===== config.mk =====
export PLATFORM = sky130hd
export DESIGN_NAME = mtio_expansion
export DESIGN_NICKNAME = d
export VERILOG_FILES = /design/src/rtl/mtio_pkg.sv /design/src/rtl/mtio_expansion.sv
export VERILOG_INCLUDE_DIRS = /design/src /design/src/rtl
export SDC_FILE = /design/constraint.sdc
export NUM_CORES = 1
export LEC_CHECK = 0
export ABC_AREA = 1
export BUFFER_PORTS_ARGS = -buffer_cell sky130_fd_sc_hd__buf_4
export CORE_MARGIN = 5
export CORE_UTILIZATION = 54
export CTS_CLUSTER_SIZE = 12
export DETAILED_ROUTE_END_ITERATION = 16
export GPL_TIMING_DRIVEN = 0
export PLACE_DENSITY_LB_ADDON = 0.15
export SYNTH_ARGS = -nofsm -noshare
export SYNTH_HDL_FRONTEND = slang
export SYNTH_SLANG_ARGS = --single-unit
export TNS_END_PERCENT = 1

===== constraint.sdc =====
create_clock -name ref_clk -period 3.29 [get_ports ref_clk]
set_input_delay 0.658 -clock ref_clk [delete_from_list [all_inputs] [get_ports ref_clk]]
set_output_delay 0.658 -clock ref_clk [all_outputs]
set_load 0.1 [all_outputs]

===== src/rtl/mtio_map.svh =====
// Constants of the motion task I/O expansion block
// Behaviour
// - Fourteen fixed inputs, eight fixed outputs
// - Task number binary, bit0 LSB to bit7
// - Card reference ignored when basic input used
// - Error clear drops following/response warnings
// - Start next task only after target reached
// - Basic-unit input also starts next task
// - Jog rises starts, falling edge cancels
// - Outputs follow status within 10 ms
// - Fault LED on overload; supply LED
// - In-position output high inside window
// - Following-error output low outside window
// - Start-task starts selected task number
`ifndef MTIO_MAP_SVH
`define MTIO_MAP_SVH
// ==========================================
// Timing
`define MTIO_CLK_NS        50
`define MTIO_RESP_MAX_MS   10
`define MTIO_RESP_CYCLES   ((`MTIO_RESP_MAX_MS * 1000000) / `MTIO_CLK_NS)
// Output refresh period, well inside the response limit
`define MTIO_REFRESH_CYC   18'h0c350
// ==========================================
// Field widths and reset values
`define MTIO_TASK_W        8
`define MTIO_TASK_RST      8'h00
`endif


===== src/rtl/mtio_pkg.sv =====
// Types of the motion task I/O expansion block
package mtio_pkg;
  // Synchronised isolated inputs from the connector
  typedef struct packed {
    logic [7:0] taskSel;
    logic       refSwitch;
    logic       errClear;
    logic       startNext;
    logic       jog;
    logic       startSel;
    logic       restart;
  } mtio_in_type;

  // Status from the motion engine
  typedef struct packed {
    logic inWindow;
    logic followOk;
    logic nextInPos;
    logic [4:0] posReg;
  } mtio_stat_type;

  typedef enum logic [1:0] {
    JOG_IDLE = 2'b00,
    JOG_RUN  = 2'b01
  } mtio_jog_type;
endpackage : mtio_pkg


===== src/rtl/mtio_expansion.sv =====
// Motion task I/O expansion: input sync, start/jog events, output refresh
`timescale 1ns/10ps
`include "mtio_map.svh"
module mtio_expansion (
  // Clock and reset
  input  wire logic                  ref_clk,
  input  wire logic                  rst,
  // Isolated connector inputs (asynchronous)
  input  wire mtio_pkg::mtio_in_type pinIn,
  // Basic-unit configuration and inputs
  input  wire logic                  baseRefSel,
  input  wire logic                  baseRefIn,
  input  wire logic                  baseStartNext,
  // Motion engine status
  input  wire mtio_pkg::mtio_stat_type engStat,
  input  wire logic                  targetReached,
  input  wire logic                  followWarnSet,
  input  wire logic                  respWarnSet,
  input  wire logic                  outFault,
  input  wire logic                  auxSupply,
  // Commands to the motion engine
  output logic                       startTaskPulse,
  output logic [7:0]                 startTaskNum,
  output logic                       startNextPulse,
  output logic                       restartPulse,
  output logic                       jogActive,
  output logic                       refSwitchOut,
  output logic                       followErrWarning,
  output logic                       responseMonitorWarning,
  // Connector outputs and LEDs
  output logic [7:0]                 digOut,
  output logic                       faultLed,
  output logic                       supplyLed
);

  // ==========================================
  // Two-stage synchronisers on every isolated input
  mtio_pkg::mtio_in_type syncA_ff, syncB_ff, prev_ff;
  logic baseA_ff, baseB_ff, baseNextPrev_ff;
  logic [2:0] aux1_ff, aux2_ff;
  always_ff @(posedge ref_clk or posedge rst) begin
    if (rst) begin
      syncA_ff <= '0;
      syncB_ff <= '0;
    end else begin
      syncA_ff <= pinIn;
      syncB_ff <= syncA_ff;
    end
  end

  // Basic-unit start-next, fault and supply pins cross into the clock domain too; baseRefSel and baseRefIn do not
  always_ff @(posedge ref_clk or posedge rst) begin
    if (rst) begin
      aux1_ff <= 3'h0;
      aux2_ff <= 3'h0;
    end else begin
      aux1_ff <= {baseStartNext, outFault, auxSupply};
      aux2_ff <= aux1_ff;
    end
  end

  // Previous values for edge detection, taken after the second stage
  always_ff @(posedge ref_clk or posedge rst) begin
    if (rst) begin
      prev_ff         <= '0;
      baseNextPrev_ff <= 1'b0;
    end else begin
      prev_ff         <= syncB_ff;
      baseNextPrev_ff <= aux2_ff[2];
    end
  end

  // ==========================================
  // Edge decoding
  // Rising edge of a synchronised level against its value one cycle ago
  function automatic logic riseOf(input logic cur, input logic old);
    return cur & ~old;
  endfunction : riseOf

  wire startSelRise  = riseOf(syncB_ff.startSel, prev_ff.startSel);
  wire nextCardRise  = riseOf(syncB_ff.startNext, prev_ff.startNext);
  wire nextBaseRise  = riseOf(aux2_ff[2], baseNextPrev_ff);
  wire restartRise   = riseOf(syncB_ff.restart, prev_ff.restart);
  wire jogRise       = riseOf(syncB_ff.jog, prev_ff.jog);
  wire jogFall       = riseOf(prev_ff.jog, syncB_ff.jog);
  wire errClearRise  = riseOf(syncB_ff.errClear, prev_ff.errClear);
  // Next task waits for target; request is held until then
  wire nextReq       = nextCardRise | nextBaseRise;
  logic nextPend_ff;
  wire nextFire      = (nextReq | nextPend_ff) & targetReached;

  // ==========================================
  // Start commands, task number latched with the strobe
  always_ff @(posedge ref_clk or posedge rst) begin
    if (rst) begin
      startTaskPulse <= 1'b0;
      startTaskNum   <= `MTIO_TASK_RST;
      startNextPulse <= 1'b0;
      restartPulse   <= 1'b0;
      nextPend_ff    <= 1'b0;
    end else begin
      startTaskPulse <= startSelRise;
      if (startSelRise)
        startTaskNum <= syncB_ff.taskSel;
      startNextPulse <= nextFire;
      restartPulse   <= restartRise;
      nextPend_ff    <= (nextReq | nextPend_ff) & ~targetReached;
    end
  end

  // ==========================================
  // Jog state machine
  mtio_pkg::mtio_jog_type jogSt_ff, nxt_jogSt;
  always_comb begin
    case (jogSt_ff)
      mtio_pkg::JOG_IDLE: nxt_jogSt = jogRise ? mtio_pkg::JOG_RUN
                                              : mtio_pkg::JOG_IDLE;
      mtio_pkg::JOG_RUN:  nxt_jogSt = jogFall ? mtio_pkg::JOG_IDLE
                                              : mtio_pkg::JOG_RUN;
      default:            nxt_jogSt = mtio_pkg::JOG_IDLE;
    endcase
  end
  always_ff @(posedge ref_clk or posedge rst) begin
    if (rst) jogSt_ff <= mtio_pkg::JOG_IDLE;
    else     jogSt_ff <= nxt_jogSt;
  end
  assign jogActive = (jogSt_ff == mtio_pkg::JOG_RUN);

  // ==========================================
  // Reference switch select and warnings; a new warning beats a clear
  always_ff @(posedge ref_clk or posedge rst) begin
    if (rst) begin
      refSwitchOut           <= 1'b0;
      followErrWarning       <= 1'b0;
      responseMonitorWarning <= 1'b0;
    end else begin
      refSwitchOut <= baseRefSel ? baseRefIn : syncB_ff.refSwitch;
      followErrWarning <= followWarnSet |
                          (followErrWarning & ~errClearRise);
      responseMonitorWarning <= respWarnSet |
                          (responseMonitorWarning & ~errClearRise);
    end
  end

  // ==========================================
  // Output refresh: status sampled every 2.5 ms, so change shows in time
  logic [17:0] refreshCnt_ff;
  wire refreshTick = (refreshCnt_ff == `MTIO_REFRESH_CYC - 18'h00001);
  wire [7:0] outNext = {engStat.posReg, engStat.followOk,
                        engStat.nextInPos, engStat.inWindow};
  always_ff @(posedge ref_clk or posedge rst) begin
    if (rst) begin
      refreshCnt_ff <= 18'h00000;
      digOut        <= 8'h00;
    end else begin
      refreshCnt_ff <= refreshTick ? 18'h00000 : refreshCnt_ff + 18'h00001;
      if (refreshTick)
        digOut <= outNext;
    end
  end

  // Assertion helper: cycles that digOut lags a steady engine status;
  // a fresh status change restarts the count, as it supersedes the old one
  logic [7:0]  statPrev_ff;
  logic [17:0] staleCnt_ff;
  wire         statSteady = (outNext == statPrev_ff);
  always_ff @(posedge ref_clk or posedge rst) begin
    if (rst) begin
      statPrev_ff <= 8'h00;
      staleCnt_ff <= 18'h00000;
    end else begin
      statPrev_ff <= outNext;
      if (digOut == outNext || !statSteady)
        staleCnt_ff <= 18'h00000;
      else
        staleCnt_ff <= staleCnt_ff + 18'h00001;
    end
  end

  // LEDs follow synchronised fault and supply levels
  always_ff @(posedge ref_clk or posedge rst) begin
    if (rst) begin
      faultLed  <= 1'b0;
      supplyLed <= 1'b0;
    end else begin
      faultLed  <= aux2_ff[1];
      supplyLed <= aux2_ff[0];
    end
  end

  // ==========================================
  // Assertions
  a_start_task_num: assert property (@(posedge ref_clk) disable iff (rst)
    startSelRise |=> startTaskPulse && startTaskNum == $past(syncB_ff.taskSel))
    else $error("task number not latched");
  a_task_bits: assert property (@(posedge ref_clk) disable iff (rst)
    startTaskPulse |-> startTaskNum == $past(syncB_ff.taskSel, 1))
    else $error("task bit order wrong");
  a_next_waits: assert property (@(posedge ref_clk) disable iff (rst)
    startNextPulse |-> $past(targetReached))
    else $error("next task before target");
  a_base_next: assert property (@(posedge ref_clk) disable iff (rst)
    nextBaseRise && targetReached |=> startNextPulse)
    else $error("basic-unit next ignored");
  a_jog_start: assert property (@(posedge ref_clk) disable iff (rst)
    jogRise |=> jogActive)
    else $error("jog not started");
  a_jog_cancel: assert property (@(posedge ref_clk) disable iff (rst)
    jogFall |=> !jogActive)
    else $error("jog not cancelled");
  a_ref_select: assert property (@(posedge ref_clk) disable iff (rst)
    baseRefSel |=> refSwitchOut == $past(baseRefIn))
    else $error("card reference not ignored");
  a_warn_clear: assert property (@(posedge ref_clk) disable iff (rst)
    errClearRise && !followWarnSet |=> !followErrWarning)
    else $error("warning not cleared");
  a_out_refresh: assert property (@(posedge ref_clk) disable iff (rst)
    refreshTick |=> digOut[0] == $past(engStat.inWindow) &&
                    digOut[2] == $past(engStat.followOk))
    else $error("outputs not refreshed");
  a_refresh_bound: assert property (@(posedge ref_clk) disable iff (rst)
    staleCnt_ff < `MTIO_RESP_CYCLES)
    else $error("outputs lag status too long");
  a_fault_led: assert property (@(posedge ref_clk) disable iff (rst)
    aux2_ff[1] |=> faultLed)
    else $error("fault led missing");
endmodule : mtio_expansion


==> results.py <==
metrics = {
    "drt": {
        "wl_um": 5160,
        "ant_nets": 0,
        "routed_via_density": 4.68,
        "drtIter0Drc": 98,
        "routed-via-count": 1964,
        "drc": 0,
        "routedWlPerCell_um": 12.3,
        "drt-pass1-iter-count": 4,
    },
    "pwr": {
        "swShare_pct": 26.9,
        "switchingPower_w": 0.000587,
        "p_int_w": 0.00160,
        "p_per_area_nw_per_um2": 573,
        "clkPwrFrac_pct": 38.1,
        "peakVddDrop_uv": 395,
        "comb_power_share_pct": 11.7,
        "p_leak_nw": 1.94,
        "seqPwrFrac_pct": 50.1,
    },
    "setup_path": {
        "worstSetupPathType": "flop to primary output",
        "path_buf_inv": 1,
        "crit_arrival_ns": 1.03,
        "critPathRequiredTime_ns": 2.63,
        "path_cells": "buf_4",
        "crit_fanout": 3,
        "slowest_stage": "dfrtp_1",
        "r2r_slack_ns": 1.84,
        "r2r_start": "refreshCnt_ff[0]$_DFF_PP0_",
        "max_stage_delay_ns": 0.38,
        "crit_family": "flip-flops",
        "worstRegToRegCells": 7,
        "reg2reg_to": "refreshCnt_ff[10]$_DFF_PP0_",
        "worstSetupEndpointType": "primary output",
        "crit_path_start_kind": "flop",
    },
    "yosys": {
        "syn-cell-area_um2": 3030,
        "synth_top_area_cell": "dfrtp_1",
        "synth_top_area_share_pct": 69.3,
        "yosysSeqAreaShare_pct": 69.3,
        "synth_area_leaders": "dfrtp_1 69%, nand2_1 8.7%, nor2_1 3.7%",
        "syn_area_per_cell_um2": 11.0,
        "synth_nets": 308,
        "ys_warn_count": 0,
        "synth_seq_cells": 84,
        "netlist-cell-type-count": 25,
        "netlist_instances": 275,
    },
    "place": {
        "post-dp-hpwl_um": 3690,
        "globalplace.congestion": 0.814,
        "place_inst": 404,
        "numPortBuffers": 56,
    },
    "clock_tree": {
        "cts_resized": 0,
        "htreeDepth": 3,
        "path_clk_slew_ns": 0.09,
        "postCtsHoldBufs": 0,
        "cts_tree": "built",
        "cts_buffers": 9,
        "cts_sinks": 84,
        "postCtsSetupBuffers": 0,
        "clockBufferDepth": 2,
        "clockRootBuffer": "clkbuf_8",
        "clk_latency_ns": 0.35,
    },
    "final_layout": {
        "syn_to_final_growth_pct": 25.4,
        "layout-drive-gt1-share_pct": 28.2,
        "fin_nets": 376,
        "n_fill_cell": 406,
        "instances_no_fill": 420,
        "diodes": 0,
    },
    "floorplan": {
        "io_pins": 57,
        "die_width_um": 85.0,
        "start_util_pct": 55.4,
        "die_h_um": 85.0,
        "die-area_um2": 7220,
        "core-area_um2": 5470,
        "row_count": 27,
    },
    "sta": {
        "maxSlewHeadroom_pct": 73.3,
        "post-route-period-util_pct": 51.4,
        "min_period_ns": 1.69,
        "rsz0062_at_grt": "false",
        "worst_pin_slew_ns": 0.399,
        "clock-skew-final_ns": 0.00753,
        "fin_setup_tns_ns": 0,
        "final_hold_viol_count": 0,
        "fmax_mhz": 592,
        "drv_slew": 0,
        "setup-violations-final": 0,
    },
    "grt": {
        "track_usage_pct": 16.1,
        "grt_max_degree": 68,
        "grt_pass1_wl_um": 9070,
        "antenna_found_initial": 0,
        "grt_pass1_vias": 1942,
        "grt_overflow": 0,
    },
    "run": {
        "maxCapViolCount": 0,
    },
    "min_path": {
        "hp-class": "primary input to async pin",
    },
    "status": {
        "status": "complete, no violations",
    },
}
[synth_stat cells (all sizes together)]
master  number
mux2         1
o21ai        3
buf          2
xor2         8
or2          2
nand2       75
nor3         1
inv         31
a21oi        2
ha           1
nand3b       1
o21bai       3
nand4        9
xnor2        1
nor2        37
dfrtp       84
nand3       14
[placed cells by master (no fill, tap or decap), drive strengths merged]
cell type / synthesis / final
a21oi: 2 / 2
buf: 2 / 59
bufinv: 0 / 2
clkbuf: 0 / 10
clkinv: 0 / 1
dfrtp: 84 / 84
ha: 1 / 1
inv: 31 / 34
mux2: 1 / 1
nand2: 75 / 75
nand3: 14 / 14
nand3b: 1 / 1
nand4: 9 / 9
nor2: 37 / 37
nor3: 1 / 1
o21ai: 3 / 3
o21bai: 3 / 3
or2: 2 / 2
xnor2: 1 / 1
xor2: 8 / 8
[registers in the layout, summed over array words and instances, names as in the netlist, 3 cells and up]
| signal | cells |
|---|---|
| prev_ff | 5 |
| digOut | 8 |
| aux1_ff | 3 |
| syncA_ff | 14 |
| aux2_ff | 3 |
| refreshCnt_ff | 18 |
| syncB_ff | 14 |
| startTaskNum | 8 |
[worst max path at each step]
stage / to / startpoint / slack (ns) / cells past startpoint
5_1_grt: jogActive / jogSt_ff[0]$_DFF_PP0_ / 1.55 / 1
4_1_cts: startTaskNum[0] / startTaskNum[0]$_DFFE_PP0P_ / 1.57 / 1
3_3_place_gp: prev_ff[4]$_DFF_PP0_ / rst / -0.40 / 2
2_1_floorplan: aux1_ff[0]$_DFF_PP0_ / rst / 0.47 / 1
3_5_place_dp: refreshCnt_ff[10]$_DFF_PP0_ / refreshCnt_ff[0]$_DFF_PP0_ / 1.86 / 7
6_report: jogActive / jogSt_ff[0]$_DFF_PP0_ / 1.60 / 1
[area by class of cell]
class	count	area (um2)	share of cell area, %
sequential	84	2100	55.2
multi-input combinational	158	797	20.9
timing repair buffer	57	448	11.8
clock buffer	10	138	3.62
inverter	31	119	3.12
clock inverter	6	93.8	2.47
tap	72	90.1	2.37
buffer	2	18.8	0.493
[power groups by stage]
stage / logic [W] / clock network (W) / registers (W)
floorplan: 0.0000358 / 0 / 0.00126
global placement: 0.000252 / 0 / 0.00111
detailed placement: 0.000259 / 0 / 0.00112
CTS: 0.000260 / 0.000857 / 0.00109
global route: 0.000270 / 0.000901 / 0.00110
finish: 0.000256 / 0.000832 / 0.00109
[routing by layer]
layer	track usage [%]	vias up	part of all wire [%]
li1	-	986	-
met1	20.7	924	45
met2	24.8	41	47
met3	4.27	13	4.4
met4	8.92	0	2.7
met5	0	-	0
[metrics by stage]
step | worst slack [ns] | cell area, um2 | total power (W) | hold slack [ns] | util (%)
floorplan | 0.467 | 3030 | 0.00129 | 0.331 | -
global placement | -0.401 | 3540 | 0.00136 | 0.332 | 64.8
detailed placement | 1.86 | 3570 | 0.00137 | 0.335 | 65.3
CTS | 1.57 | 3810 | 0.00221 | 0.230 | 69.5
global route | 1.55 | 3810 | 0.00227 | 0.230 | 69.5
finish | 1.60 | 3810 | 0.00218 | 0.235 | 69.5
[kinds of logic (layout without fill, tap and decap cells)]
kind of cell             after synthesis  after routing  synth area share [%]
AND/OR/NAND/NOR                      139            139                  21.3
flip-flops                            84             84                  69.3
buffers and inverters                 33            106                  4.45
XOR/XNOR                               9              9                  2.60
AO/OA/AOI/OAI                          8              8                  1.57
adder cells (fa/ha/maj)                1              1                 0.412
multiplexers                           1              1                 0.371
No activity file was read; power rests on OpenSTA's default activity.
